`src/shared/ufc_pkg.sv`:
```
// constants and types for the uart alternate-function control block
package ufc_pkg;
  localparam int        NUM_CHAN       = 2;
  localparam int        CHAN_W         = 1;
  localparam int        ADDR_W         = 3;
  localparam int        DATA_W         = 8;
  localparam int        LCR_SEL_W      = 3;
  localparam int        DLY_W          = 3;
  // register placement inside the uart register window
  localparam logic [ADDR_W-1:0]    ALT_FUNC_ADDR  = 3'h2;
  localparam logic [LCR_SEL_W-1:0] LCR_SEL_ALT    = 3'h4;
  localparam logic [DATA_W-1:0]    ALT_FUNC_RESET = 8'h00;
  localparam logic [DATA_W-1:0]    READ_IDLE      = 8'h00;
  // field positions of alternate_function_control
  localparam int        BIT_BCAST      = 0;
  localparam int        BIT_INFRARED   = 1;
  localparam int        BIT_HALF_DUP   = 2;
  localparam int        BIT_LARGE_BLK  = 3;
  localparam int        BIT_SNOOP      = 4;
  localparam int        DLY_LSB        = 5;
  localparam int        DLY_MSB        = 7;
  localparam logic [DLY_W-1:0] DLY_NONE = 3'h0;
  localparam logic [DLY_W-1:0] DLY_STEP = 3'h1;
  // infrared signalling is only specified up to this rate, in bit/s
  localparam int        IRDA_MAX_BAUD  = 115200;

  typedef enum logic [1:0] {
    DE_IDLE,
    DE_ARMED,
    DE_ACTIVE,
    DE_TRAIL
  } ufc_de_state_type;
endpackage : ufc_pkg

```
`src/hdl/ufc_de_timer.sv`:
```
// driver-enable sequencer with trailing hold for one channel
`timescale 1ns/1ns
`default_nettype none
module ufc_de_timer
  import ufc_pkg::*;
(
  input  wire logic             i_ref_clk,    // core clock
  input  wire logic             i_srst,       // sync reset, active high
  input  wire logic             i_enable,     // half-duplex mode on
  input  wire logic [DLY_W-1:0] i_delay,      // trailing hold in bit times
  input  wire logic             i_pending,    // fifo or shift reg holds data
  input  wire logic             i_stop_warn,  // one bit before first stop
  input  wire logic             i_thr_write,  // host wrote transmit fifo
  input  wire logic             i_bit_tick,   // one pulse per bit time
  output logic                  o_de          // line driver enable
);
  ufc_de_state_type state_r;
  ufc_de_state_type state_nxt;
  logic [DLY_W-1:0] cnt_r;

  always_comb
  begin
    state_nxt = state_r;
    unique case (state_r)
      DE_IDLE:
        if (i_enable && i_pending)
          state_nxt = i_stop_warn ? DE_ACTIVE : DE_ARMED;
      DE_ARMED:
        if (!i_enable || !i_pending)
          state_nxt = DE_IDLE;
        else if (i_stop_warn)
          state_nxt = DE_ACTIVE;
      DE_ACTIVE:
        if (!i_enable)
          state_nxt = DE_IDLE;
        else if (!i_pending && !i_thr_write)
          state_nxt = (i_delay == DLY_NONE) ? DE_IDLE : DE_TRAIL;
      DE_TRAIL:
        if (!i_enable)
          state_nxt = DE_IDLE;
        else if (i_pending || i_thr_write)
          state_nxt = DE_ACTIVE;
        else if (i_bit_tick && (cnt_r + DLY_STEP == i_delay))
          state_nxt = DE_IDLE;
    endcase
  end

  always_ff @(posedge i_ref_clk)
  begin
    if (i_srst)
      state_r <= DE_IDLE;
    else
      state_r <= state_nxt;
  end

  always_ff @(posedge i_ref_clk)
  begin
    if (i_srst || state_r != DE_TRAIL)
      cnt_r <= DLY_NONE;
    else if (i_bit_tick)
      cnt_r <= cnt_r + DLY_STEP;
  end

  always_ff @(posedge i_ref_clk)
  begin
    if (i_srst)
      o_de <= 1'b0;
    else
      o_de <= (state_nxt == DE_ACTIVE) || (state_nxt == DE_TRAIL);
  end
endmodule : ufc_de_timer
`default_nettype wire

```
`src/hdl/ufc_top.sv`:
```
// alternate-function control for a two-channel uart
//
// The strobed register port and the placing of the registers were left to the implementer.
`timescale 1ns/1ns
`default_nettype none
module ufc_top
  import ufc_pkg::*;
(
  input  wire logic                 i_ref_clk,      // 250 MHz core clock
  input  wire logic                 i_srst,         // sync reset, active high
  input  wire logic [ADDR_W-1:0]    i_addr,         // register address
  input  wire logic [DATA_W-1:0]    i_wdata,        // write data
  input  wire logic                 i_wr,           // write strobe
  input  wire logic                 i_rd,           // read strobe
  input  wire logic [CHAN_W-1:0]    i_chan_sel,     // channel addressed
  input  wire logic [LCR_SEL_W-1:0] i_lcr_upper,    // line control bits 7:5
  input  wire logic [NUM_CHAN-1:0]  i_fifo_empty,   // transmit fifo empty
  input  wire logic [NUM_CHAN-1:0]  i_tsr_empty,    // shift register empty
  input  wire logic [NUM_CHAN-1:0]  i_thr_write,    // fifo write pulse
  input  wire logic [NUM_CHAN-1:0]  i_stop_warn,    // bit before first stop
  input  wire logic [NUM_CHAN-1:0]  i_bit_tick,     // bit-time enable
  input  wire logic [NUM_CHAN-1:0]  i_tx_int_req,   // raw transmit interrupt
  input  wire logic [NUM_CHAN-1:0]  i_rx_tmo_req,   // raw char timeout
  output logic      [DATA_W-1:0]    o_rdata,        // read data
  output logic      [NUM_CHAN-1:0]  o_line_driver_enable_out, // transceiver enable
  output logic      [NUM_CHAN-1:0]  o_tx_int,       // gated transmit interrupt
  output logic      [NUM_CHAN-1:0]  o_rx_enable,    // receiver allowed
  output logic      [NUM_CHAN-1:0]  o_rx_tmo_int,   // gated timeout interrupt
  output logic      [NUM_CHAN-1:0]  o_infrared_mode_enable  // infrared coding on
);
  logic [DATA_W-1:0] alt_r [NUM_CHAN];
  logic              wr_hit;
  logic              rd_hit;
  logic              bcast_sel;
  logic [NUM_CHAN-1:0] tx_pending;
  logic [NUM_CHAN-1:0] de_w;

  assign wr_hit    = i_wr && (i_addr == ALT_FUNC_ADDR) && (i_lcr_upper == LCR_SEL_ALT);
  assign rd_hit    = i_rd && (i_addr == ALT_FUNC_ADDR) && (i_lcr_upper == LCR_SEL_ALT);
  // the addressed channel's own bit decides; software sets it there first
  assign bcast_sel = alt_r[i_chan_sel][BIT_BCAST];

  // read data stand for one cycle only; other addresses and idle read zero
  always_ff @(posedge i_ref_clk)
  begin
    if (i_srst)
      o_rdata <= READ_IDLE;
    else if (rd_hit)
      o_rdata <= alt_r[i_chan_sel];
    else
      o_rdata <= READ_IDLE;
  end

  genvar ch;
  generate
    for (ch = 0; ch < NUM_CHAN; ch++)
    begin : g_chan
      logic half_dup;
      logic infrared;
      logic large_blk;
      logic snoop;
      logic sel_me;

      assign half_dup  = alt_r[ch][BIT_HALF_DUP];
      assign infrared  = alt_r[ch][BIT_INFRARED];
      assign large_blk = alt_r[ch][BIT_LARGE_BLK];
      assign snoop     = alt_r[ch][BIT_SNOOP];
      assign sel_me    = (i_chan_sel == CHAN_W'(ch));
      assign tx_pending[ch] = !(i_fifo_empty[ch] && i_tsr_empty[ch]);

      always_ff @(posedge i_ref_clk)
      begin
        if (i_srst)
          alt_r[ch] <= ALT_FUNC_RESET;
        else if (wr_hit && (sel_me || bcast_sel))
          alt_r[ch] <= i_wdata;
      end

      always_ff @(posedge i_ref_clk)
      begin
        if (i_srst)
          o_infrared_mode_enable[ch] <= 1'b0;
        else
          o_infrared_mode_enable[ch] <= infrared;
      end

      always_ff @(posedge i_ref_clk)
      begin
        if (i_srst)
          o_tx_int[ch] <= 1'b0;
        else if (half_dup && !large_blk)
          o_tx_int[ch] <= i_tx_int_req[ch] && !tx_pending[ch];
        else
          o_tx_int[ch] <= i_tx_int_req[ch];
      end

      always_ff @(posedge i_ref_clk)
      begin
        if (i_srst)
          o_rx_enable[ch] <= 1'b1;
        else if (half_dup)
          o_rx_enable[ch] <= snoop || !(tx_pending[ch] || de_w[ch]);
        else if (infrared)
          o_rx_enable[ch] <= snoop;
        else
          o_rx_enable[ch] <= 1'b1;
      end

      always_ff @(posedge i_ref_clk)
      begin
        if (i_srst)
          o_rx_tmo_int[ch] <= 1'b0;
        else
          o_rx_tmo_int[ch] <= i_rx_tmo_req[ch] && snoop;
      end

      ufc_de_timer u_de_timer (
        .i_ref_clk   (i_ref_clk),
        .i_srst      (i_srst),
        .i_enable    (half_dup),
        .i_delay     (alt_r[ch][DLY_MSB:DLY_LSB]),
        .i_pending   (tx_pending[ch]),
        .i_stop_warn (i_stop_warn[ch]),
        .i_thr_write (i_thr_write[ch]),
        .i_bit_tick  (i_bit_tick[ch]),
        .o_de        (de_w[ch])
      );
      // driver enable is the timer's own flop, no extra stage
      assign o_line_driver_enable_out[ch] = de_w[ch];
    end
  endgenerate
endmodule : ufc_top
`default_nettype wire

```
`config.mk`:
```
export PLATFORM = sky130hd
export DESIGN_NAME = ufc_top
export DESIGN_NICKNAME = d
export VERILOG_FILES = /design/src/shared/ufc_pkg.sv /design/src/hdl/ufc_de_timer.sv /design/src/hdl/ufc_top.sv
export SDC_FILE = /design/constraint.sdc
export NUM_CORES = 1
export LEC_CHECK = 0
export ABC_AREA = 1
export CELL_PAD_IN_SITES_DETAIL_PLACEMENT = 0
export CELL_PAD_IN_SITES_GLOBAL_PLACEMENT = 2
export CORE_ASPECT_RATIO = 1.2
export CORE_MARGIN = 8
export CORE_UTILIZATION = 37
export CTS_CLUSTER_DIAMETER = 40
export DETAILED_ROUTE_END_ITERATION = 16
export DONT_BUFFER_PORTS = 1
export GPL_TIMING_DRIVEN = 0
export PLACE_DENSITY_LB_ADDON = 0.2
export SYNTH_ARGS = -nofsm -noshare
export SYNTH_HDL_FRONTEND = slang
export SYNTH_SLANG_ARGS = --single-unit
```
`constraint.sdc`:
```
create_clock -name i_ref_clk -period 3.1 [get_ports i_ref_clk]
set_input_delay 0.465 -clock i_ref_clk [delete_from_list [all_inputs] [get_ports i_ref_clk]]
set_output_delay 0.465 -clock i_ref_clk [all_outputs]
set_load 0.03 [all_outputs]
```
; After elaboration in Yosys (flattened, before gate mapping)
; Memories as Yosys holds them, arrays and structs flattened.
; Index checks and enable logic that the tools add are counted.
[totals]
ff_bits = 28
mem_bits_rw = 16
inputBits = 33
output_inout_bits = 18
word_cells = 125
memories = 1
[memory_table]
columns = name, depth, width, read_ports, rd_ports_with_merged_regs, write_ports, line
row1 = alt_r, 2, 8, 3, 0, 2, ufc_top.sv:31  ; logic [DATA_W-1:0] alt_r [NUM_CHAN];
[classes]
add_sub_neg = 2
eq_ne = 16
muxes = 38
n_bitwise = 4
n_reduce_logical = 49
[ops]
columns = operator, count
row1 = 2-to-1 mux 2 bit, 20
row2 = logical AND 1 bit, 20
row3 = "equality test 2 bit, second input constant", 8
row4 = 2-to-1 mux 8 bit, 2
row5 = one-hot mux 2 bit (4 select lines), 2
row6 = logical OR 1 bit, 14
row7 = 2-to-1 mux 1 bit, 14
row8 = logical NOT 1 bit, 10
row9 = "adder 3 x 1 -> 3 bit, second input constant", 2
row10 = equality test 3 bit, 2
row11 = logical NOT 3 bit, 2
row12 = "equality test 2 x 1 -> 1 bit, second input constant", 2
row13 = logical NOT 2 bit, 2
row14 = "inequality test 2 bit, second input constant", 2
row15 = "equality test 3 x 2 -> 1 bit, second input constant", 1
row16 = "equality test 3 bit, second input constant", 1
row17 = inverter 1 bit, 2
row18 = OR 1 bit, 2
row19 = OR reduction 2 bit, 1

; Depth between registers and ports, before layout
; Gate-level depths: netlist of run 1.
[depth]
depth_word = 9
depth_mapped = 10
mapped_depth_nobuf = 10

; By module
; Synthesis of run 1 repeated with hierarchy kept, for this count alone.
[unflattened]
cells_unflattened = 249
hier_area_um2 = 2014.4
[by_module_without_submodules]
columns = mod, instances, cells_per_inst, area_per_inst_um2, seq_area_each_um2
row1 = ufc_top, 1, 121, 1223.7, 800.8
row2 = ufc_de_timer, 2, 64, 395.4, 120.1

; Worst setup path before layout of run 1
; Ideal clock, no wire load.
[synth_timing]
kind = input-to-reg
startpoint = input port i_lcr_upper[1]
endpoint = memory alt_r[0][0], data pin
setup_ps = 138
arrival_time_ps = 1245
required_ps = 2962
setup_slack_ps = 1718
path_stages = 9
path_buffers = 1
cell_sequence = nor2_1 nand2_1 inv_2 nand2_2 nor2_2 o21ai_1 or2_1 buf_6 nor2_1
[synth_rtl]
columns = item, line
row1 = "start, declared", ufc_top.sv:16  ; input wire logic [LCR_SEL_W-1:0] i_lcr_upper,
row2 = "end, declared", ufc_top.sv:31

==> results of run 1 <==
cell usage in the layout (no fill, tap or decap), types with 2 or more instances in the layout:
cell type  count
a21oi_1       16
a31oi_1        3
buf_4          2
buf_6          2
clkbuf_1       3
clkbuf_8       5
dfxtp_1       27
edfxtp_1      16
ha_1           2
inv_1         39
nand2_1       49
nand3_1        9
nand4_1        2
nor2_1        42
nor3_1         3
o211ai_1       4
o21ai_0        4
o21ai_1        2
or2_1          2
or2_2          2
xnor2_1        3
kinds of logic (layout without fill, tap and decap cells):
group,Yosys count,count (layout),share of synthesized area
muxes,1,1,0.005874
buffers and inverters,47,55,0.1038
xor gates and xnor gates,3,3,0.01371
adders and majority gates,2,2,0.01305
and+or+nand+nor,111,111,0.2356
AOI/OAI and AO/OA,32,32,0.09531
DFF,43,43,0.5326
sequential cells by signal, indices dropped and copies added (netlist names), named ones only:
register                   flops
g_chan.u_de_timer.o_de         1
o_rx_enable                    2
g_chan.u_de_timer.cnt_r        6
o_infrared_mode_enable         2
g_chan.u_de_timer.state_r      3
o_rx_tmo_int                   2
alt_r                         16
o_rdata                        8
o_tx_int                       2
per-stage QoR:
stage / setup slack [ns] / total power [mW] / instance area (um^2) / utilization
floorplan: 1.718 / 0.6677 / 1917 / -
global placement: 1.266 / 0.6843 / 1992 / 0.4004
finish: 1.652 / 1.167 / 2123 / 0.4268
CTS: 1.585 / 1.180 / 2123 / 0.4268
global route: 1.503 / 1.209 / 2123 / 0.4268
detailed placement: 1.261 / 0.6842 / 1992 / 0.4004
routing by layer:
metal | vias to the layer above | global-route usage | part of all wire
li1 | 768 | - | -
met1 | 649 | 0.1425 | 0.43
met2 | 36 | 0.1967 | 0.49
met3 | 7 | 0.03232 | 0.059
met4 | 0 | 0.06158 | 0.021
met5 | - | 0 | 0
worst max-delay path by stage:
stage                     slack, ns          end
after floorplan                1.72  alt_r[0][0]
after global placement         1.27  alt_r[0][5]
after detailed placement       1.26  alt_r[0][5]
after CTS                      1.59  alt_r[0][3]
after global routing           1.50  alt_r[0][3]
final                          1.65  alt_r[0][3]
area by class of cell:
type,instances,area [um^2]
fillers,539,2851
flip-flops and latches,43,1021
multi-input cells,149,696.9
inverters,40,150.1
clock buffers,7,101.3
well taps,60,75.07
plain buffers,7,48.80
clock inverters,1,30.03
report_power, final:
group / internal (mW) / switching (mW)
clock: 0.298 / 0.199
sequential: 0.598 / 0.0187
combinational: 0.0165 / 0.0361
total: 0.913 / 0.254
worst register-to-register path, stage by stage, from the launching register on:
cell and delay (ns):
dfxtp_1 0.35, ha_1 0.22, or2_2 0.28, nand2_1 0.09, nand2_1 0.05, nand2_1 0.05
nand3_1 0.09, nand2_1 0.10, a21oi_1 0.06
==> results.yml, run 1 <==
final_layout:
  syn_to_final_growth_pct: 10.77
  drive_above_1_share: 0.07287
  nets: 281
  diodes: 0
  fin_cells: 307
critical_path:
  cp.arrival_ns: 1.41
  cp_cell_sequence: "clkbuf_1, inv_1, nand2_1"
  slowest_stage: "clkbuf_1"
  critPathCaptureType: "flip-flop"
  worstSetupStartpoint: "i_srst"
  path_depth: 3
  worst_ep_required_time_ns: 3.06
  slowest_delay_ns: 0.36
  reg2reg_setup_slack_ns: 1.69
  cp_max_fo: 9
  r2r_cells: 8
  critical-path-top-delay-family: "buffers and inverters"
  crit_buf_inv: 2
  startpoint_type: "primary input"
  timing.rr.end: "g_chan[0].u_de_timer.o_de"
  reg2reg_from: "g_chan[0].u_de_timer.cnt_r[0]"
  critPathKind: "primary input to flip-flop"
die:
  core_area_um2: 4975
  dieArea_um2: 7749
  die_w_um: 81.71
  fp.dieH_um: 94.85
  fp-row-count: 28
  start_util: 0.3853
  ios: 51
timing:
  skew_ns: 0.009003
  max_freq_mhz: 690.8
  setup_tns_ns: 0
  max_slew_margin: 0.6732
  worst_pin_slew_ns: 0.4902
  finalCritPeriodShare: 0.4670
  drv_slew: 0
  grt_setup_unrepaired: "no"
  finalSetupViolations: 0
  hold_ws_ns: 0.2744
  min_period_ns: 1.448
  finalHoldViolations: 0
clock_tree:
  cts_tree: "built"
  cts_hold_buf: 0
  clk_latency_ns: 0.30
  cts_resized: 0
  cts.path.max_buffers: 2
  h-tree-depth: 2
  clockRootBuffer: "clkbuf_8"
  clkSlewWorstSetupHoldPaths_ns: 0.08
  cts.sinks: 43
  post_cts_buffers: 0
  cts_buffers: 5
place:
  dp.cells: 299
  port_buffers: 0
  place_congestion: 0.7911
  place_hpwl_mm: 3.586
worst_hold_path:
  hold_class: "primary input to flip-flop"
  hold_path_depth: 2
  hold_end: "o_rx_tmo_int[1]"
  worstHoldStart: "i_rx_tmo_req[1]"
detailed_routing:
  drtIter0Drc: 76
  ant_nets: 0
  wl_per_cell_um: 14.78
  viasPerCell: 4.756
  drtPass1Iterations: 4
  drc_errors: 0
  dr_total_vias: 1460
  wirelength_mm: 4.538
global_routing:
  grt_max_degree: 14
  antenna_found_initial: 0
  grt_pass1_vias: 1411
  grt_util_all_layers: 0.1210
  grt_pass1_wl_mm: 7.031
  grt_overflow: 0
power:
  peakVddDrop_v: 0.0002944
  p_leak_nw: 0.9563
  powerDensity_nw_per_um2: 549.7
synth:
  synth_area_per_cell_um2: 8.020
  async_reset_ff_frac: 0
  syn_nets: 274
  yosysTopAreaCellShare: 0.2820
  ys_seq_area_frac: 0.5326
  synth_most_common_cell: "nand2_1"
  synth_top_area_cell: "dfxtp_1"
  synth_area_leaders: "dfxtp_1 28%, edfxtp_1 25%, nand2_1 9.6%"
  yosys_warnings: 0
  syn-instance-count: 239
  synth-edff-count: 16
  yosysUniqueCellTypes: 27
  yosys-top-cells-count: "49 x nand2_1, 42 x nor2_1, 39 x inv_1"
  synth_ff_type: "dfxtp_1"
  synth-seq-cells: 43
  synth_area_um2: 1917
job:
  cap_violations: 0
run_status:
  status: "finished clean"
Power figures use the tool's default switching activity.
==> run 2, diff against run 1 <==
ABC_AREA = 0   (was 1)
CORE_UTILIZATION = 38   (was 37)
clock period = 1.5 ns   (was 3.1 ns; I/O delays follow)
==> run 2 against run 1 <==
The run now ends with negative setup slack left. Sequential share of layout area grew 0.67 points. Worst hold slack lost 0.24 ns. First-iteration DRC count shrank 64%. Routed wire length shrank 8.6%. Power grew 81%. Cell count shrank 24%. Utilization grew 2.8 points. Global-route usage shrank 0.90 points. Synthesized cell count shrank 32%. Clock power grew 46%. Critical path depth grew 1. Cell area shrank 0.88%. Largest cell class unchanged.
==> results.yml, run 2 <==
synth:
  synth-edff-count: 16
  synth-seq-cells: 43
  yosysTopAreaCellShare: 0.2951
  synth_area_um2: 1832
  async_reset_ff_frac: 0
  synth_area_per_cell_um2: 11.24
  synth_most_common_cell: "dfxtp_1"
  synth_area_leaders: "dfxtp_1 30%, edfxtp_1 26%, and2_1 5.5%"
  yosys-top-cells-count: "27 x dfxtp_1, 22 x nor2_1, 16 x and2_1, 16 x edfxtp_1, 10 x mux2i_1"
  yosys_warnings: 0
  synth_ff_type: "dfxtp_1"
  synth_top_area_cell: "dfxtp_1"
  syn_nets: 198
  syn-instance-count: 163
  yosysUniqueCellTypes: 39
  ys_seq_area_frac: 0.5574
critical_path:
  cp_cell_sequence: "or4_4, o31ai_4, o211ai_1, o311a_1"
  slowest_stage: "or4_4"
  worstSetupStartpoint: "alt_r[1][5]"
  cp_max_fo: 2
  slowest_delay_ns: 0.58
  cp.arrival_ns: 1.74
  r2r_cells: 4
  path_depth: 4
  crit_buf_inv: 0
  critPathKind: "flip-flop to flip-flop"
  critPathCaptureType: "flip-flop"
  critical-path-top-delay-family: "simple AND/OR/NAND/NOR gates"
  worst_ep_required_time_ns: 1.68
  reg2reg_setup_slack_ns: -0.06
  reg2reg_from: "alt_r[1][5]"
  startpoint_type: "flip-flop"
worst_hold_path:
  hold_class: "primary input to flip-flop"
  worstHoldStart: "i_stop_warn[1]"
  hold_path_depth: 1
detailed_routing:
  met1_length_mm: 1.648
  wirelength_mm: 4.149
  route.met3.wl_um: 321
  drtPass1Iterations: 4
  dr_wl_met2_mm: 2.118
  dr_total_vias: 1187
  ant_nets: 0
  wl_per_cell_um: 17.81
  top_layer_used: "met4"
  viasPerCell: 5.094
  drc_errors: 0
  drtIter0Drc: 27
timing:
  min_period_ns: 1.560
  grt_setup_unrepaired: "yes"
  skew_ns: 0.003829
  worst_pin_slew_ns: 0.4237
  finalHoldViolations: 0
  setup_tns_ns: -0.08521
  max_freq_mhz: 641.1
  finalCritPeriodShare: 1.040
  max_slew_margin: 0.7175
  layout_setup_ws_ns: -0.05973
  drv_slew: 0
  finalSetupViolations: 2
final_layout:
  largest_reg_flops: 16
  diodes: 0
  register_area_um2: 1026
  n_fill_cell: 439
  reg_top3: "alt_r x16, o_rdata x8, g_chan.u_de_timer.cnt_r x6"
  multi_input_area_um2: 839.6
  drive_above_1_share: 0.1657
  syn_to_final_growth_pct: 14.89
  fin_area_um2: 2105
  final_common_cell: "dfxtp_1"
  final_cell_mix: "23 x dfxtp_1, 22 x nor2_1, 16 x and2_1, 16 x edfxtp_1, 10 x mux2i_1"
  fin_util: 0.4547
  largest-register: "alt_r"
  nets: 209
global_routing:
  grt_pass1_vias: 1297
  grt_util_all_layers: 0.1120
  grt_max_degree: 13
  grt_overflow: 0
  grt_pass1_wl_mm: 6.313
  antenna_found_initial: 0
clock_tree:
  clockRootBuffer: "clkbuf_8"
  clk_latency_ns: 0.28
  cts_tree: "built"
  h-tree-depth: 2
  cts.path.max_buffers: 2
  cts_hold_buf: 0
  clkSlewWorstSetupHoldPaths_ns: 0.08
  cts_buffers: 5
  cts.sinks: 43
die:
  ios: 51
  core_area_um2: 4628
  fp.dieH_um: 92.06
  die_w_um: 79.38
  start_util: 0.3958
  dieArea_um2: 7307
  fp-row-count: 27
place:
  place_congestion: 0.7303
  place_hpwl_mm: 3.132
  port_buffers: 0
  placed_area_um2: 1904
  post-place-ws_ns: -0.1956
run_status:
  status: "complete, but fails checks"
  violations: "negative setup slack"
power:
  peakVddDrop_v: 0.0005207
  powerDensity_nw_per_um2: 1005
  p_leak_nw: 0.7625
job:
  cap_violations: 0
==> run 2: cell count changes in the layout (fill, tap and decap cells not counted), moves of 4 or more <==
cell,previous run,this run
a21oi_1,16,0
nor2b_1,0,5
dfxtp_1,27,23
buf_4,2,6
nor2_1,42,22
mux2i_1,0,10
nand3_1,9,2
and2_1,0,16
dfxtp_2,0,4
xnor2_1,3,7
inv_1,39,4
nand2_1,49,9
==> run 2: logic make-up (layout without fill, tap and decap cells) <==
group                      Yosys count  count (layout)  share of synthesized area
DFF                                 43              43                     0.5574
buffers and inverters               10              22                    0.02527
xor gates and xnor gates            11              11                    0.06079
adders and majority gates            2               2                    0.01366
AOI/OAI and AO/OA                   16              16                    0.07582
muxes                               10              10                    0.05465
and+or+nand+nor                     71              71                     0.2124
==> run 2: report_power, final <==
| group | leakage [nW] | switching, mW | internal, mW |
|---|---|---|---|
| sequential | 0.387 | 0.0410 | 1.24 |
| combinational | 0.330 | 0.0616 | 0.0479 |
| clock | 0.0459 | 0.358 | 0.369 |
==> run 2: repair_timing <==
action,4_1_cts,5_1_grt
setup endpoints to repair,5,5
cloned,0,0
buffers inserted,4,0
resized for setup,8,6
pin swaps,5,7
==> run 2: worst min path at each step <==
stage                                       to
6_report       g_chan[1].u_de_timer.state_r[0]
5_1_grt        g_chan[1].u_de_timer.state_r[0]
4_1_cts        g_chan[1].u_de_timer.state_r[0]
3_5_place_dp   g_chan[1].u_de_timer.state_r[0]
3_3_place_gp   g_chan[1].u_de_timer.state_r[0]
2_1_floorplan  g_chan[1].u_de_timer.state_r[0]
==> run 2: per-stage QoR <==
| step | instances | total power, mW | hold WS [ns] |
|---|---|---|---|
| 5_1_grt | 233 | 2.212 | 0.009622 |
| 3_5_place_dp | 221 | 1.405 | 0.3301 |
| 3_3_place_gp | 221 | 1.401 | 0.3269 |
| 6_report | 233 | 2.114 | 0.03015 |
| 2_1_floorplan | 163 | 1.379 | 0.3249 |
| 4_1_cts | 233 | 2.146 | 0.02080 |
==> run 2: final cells by class <==
class,count,share of cell area
clock inverters,1,0.001784
clock buffers,7,0.04102
flip-flops and latches,43,0.4875
multi-input cells,110,0.3989
repair buffers,4,0.01427
plain buffers,5,0.01308
inverters,5,0.008918
well taps,58,0.03448
==> run 2: per-layer routing <==
| layer | GRT usage | vias to the layer above |
|---|---|---|
| li1 | - | 590 |
| met1 | 0.1131 | 557 |
| met2 | 0.1949 | 33 |
| met3 | 0.04590 | 7 |
| met4 | 0.05108 | 0 |
| met5 | 0 | - |
==> run 3, diff against run 2 <==
CORE_UTILIZATION = 35   (was 38)
clock period = 1.2 ns   (was 1.5 ns; I/O delays follow)
==> run 3 against run 2 <==
The flow still finishes with violations (negative setup slack). Combinational power up 58%. Power up 33%. Critical path depth unchanged. Cell area up 9.5%. Flip-flop and latch count unchanged. Die area up 6.9%. Largest cell class unchanged. Largest power group unchanged.
==> results.yml, run 3 (synthesis gave the netlist of run 2 again) <==
run_status:
  status: "complete, but fails checks"
  violations: "negative setup slack"
clock_tree:
  clk_latency_ns: 0.29
  clkSlewWorstSetupHoldPaths_ns: 0.09
  clockRootBuffer: "clkbuf_8"
  h-tree-depth: 2
  cts.sinks: 43
  cts_buffers: 5
  cts.path.max_buffers: 2
  cts_tree: "built"
job:
  cap_violations: 0
final_layout:
  reg_top3: "alt_r x16, o_rdata x8, g_chan.u_de_timer.cnt_r x6"
  final_cell_mix: "24 x dfxtp_1, 22 x nor2_1, 16 x edfxtp_1"
  nets: 215
  diodes: 0
  largest-register: "alt_r"
  fin_util: 0.4471
  final_common_cell: "dfxtp_1"
  drive_above_1_share: 0.2762
  syn_to_final_growth_pct: 25.75
  largest_reg_flops: 16
timing:
  layout_setup_ws_ns: -0.3212
  drv_slew: 0
  max_freq_mhz: 657.4
  grt_setup_unrepaired: "yes"
  finalSetupViolations: 18
  worst_pin_slew_ns: 0.4708
  max_slew_margin: 0.6845
  finalHoldViolations: 0
  finalCritPeriodShare: 1.268
  skew_ns: 0.007344
  min_period_ns: 1.521
place:
  post-place-ws_ns: -0.3499
  port_buffers: 0
  place_congestion: 0.7187
  place_hpwl_mm: 3.206
global_routing:
  grt_pass1_vias: 1363
  grt_max_degree: 15
  grt_util_all_layers: 0.1130
  grt_overflow: 0
  antenna_found_initial: 0
  grt_pass1_wl_mm: 6.610
die:
  start_util: 0.3555
  ios: 51
  dieArea_um2: 7814
  fp-row-count: 29
  core_area_um2: 5152
  die_w_um: 82.04
  fp.dieH_um: 95.25
power:
  peakVddDrop_v: 0.0007675
  powerDensity_nw_per_um2: 1218
  p_leak_nw: 0.8471
detailed_routing:
  dr_total_vias: 1239
  drc_errors: 0
  wl_per_cell_um: 17.70
  drtIter0Drc: 40
  drtPass1Iterations: 4
  wirelength_mm: 4.302
  ant_nets: 0
  viasPerCell: 5.099
critical_path:
  critPathCaptureType: "flip-flop"
  critical-path-top-delay-family: "simple AND/OR/NAND/NOR gates"
  crit_buf_inv: 0
  critPathKind: "flip-flop to flip-flop"
  worst_ep_required_time_ns: 1.39
  cp_cell_sequence: "or4_4, o31ai_2, o211ai_1, o311a_1"
  slowest_stage: "or4_4"
  startpoint_type: "flip-flop"
  slowest_delay_ns: 0.56
  reg2reg_setup_slack_ns: -0.32
  cp.arrival_ns: 1.71
  cp_max_fo: 2
worst_hold_path:
  hold_class: "primary input to flip-flop"
## run 3: cell count changes in the layout (fill, tap and decap cells not counted), moves of 3 or more
cell / previous run / this run
xnor2_1: 7 / 4
and2_4: 0 / 8
xnor2_2: 0 / 3
dlygate4sd3_1: 0 / 4
and2_1: 16 / 8
## run 3: path summary, 6_finish.rpt
path,end,startpoint,depth (start not counted)
max,flip-flop,alt_r[1][6],4
max reg2reg,flip-flop,alt_r[1][6],4
min reg2reg,g_chan[1].u_de_timer.cnt_r[2],g_chan[1].u_de_timer.cnt_r[2],2
min,g_chan[0].u_de_timer.cnt_r[0],i_bit_tick[0],2
## run 3: per-layer routing
layer / GRT usage / vias to the layer above / share of wire
met2: 0.1859 / 39 / 0.48
met5: 0 / - / 0
met3: 0.05660 / 4 / 0.10
met1: 0.1215 / 593 / 0.41
met4: 0.04106 / 0 / 0.011
li1: - / 603 / -
## run 3: report_power, final
part | total [mW] | internal [mW] | switching (mW)
registers | 1.59 | 1.54 | 0.0514
clock network | 1.04 | 0.539 | 0.499
logic | 0.172 | 0.0829 | 0.0895
total | 2.81 | 2.16 | 0.640
## run 3: through the flow
step	hold WS (ns)	TNS, ns	cells	instance area (um^2)	power [mW]
3_3_place_gp	0.2904	-4.896	225	1988	1.765
4_1_cts	0.01720	-1.178	241	2221	2.826
6_report	0.02532	-1.320	243	2303	2.805
5_1_grt	0.01963	-2.244	243	2303	2.911
3_5_place_dp	0.2890	-5.467	225	1988	1.769
2_1_floorplan	0.2799	-0.5948	163	1911	1.734
## run 3: cell type report
type                            instances  area [um^2]
Fill cell                             506         2849
Sequential cell                        43         1027
Timing Repair Buffer                   10        85.08
Clock buffer                            7        97.59
Clock inverter                          1        6.256
Inverter                                5        18.77
Tap cell                               62        77.57
Multi-Input combinational cell        110        962.2
Buffer                                  5        28.78
## run 3: repair_timing
| item | 4_1_cts | 5_1_grt |
|---|---|---|
| hold buffers | 4 | 0 |
| endpoints found under the setup margin | 11 | 37 |
| pin swaps | 15 | 18 |
| setup buffers | 4 | 2 |
| endpoints found under the hold margin | 4 | 0 |
| resized for setup | 11 | 14 |
## run 3: worst reg2reg max path, delay by kind of cell (launching register included)
kind            cells  cell delay [ns]
compound gates      3             0.41
simple gates        1             0.56
flops               1             0.43
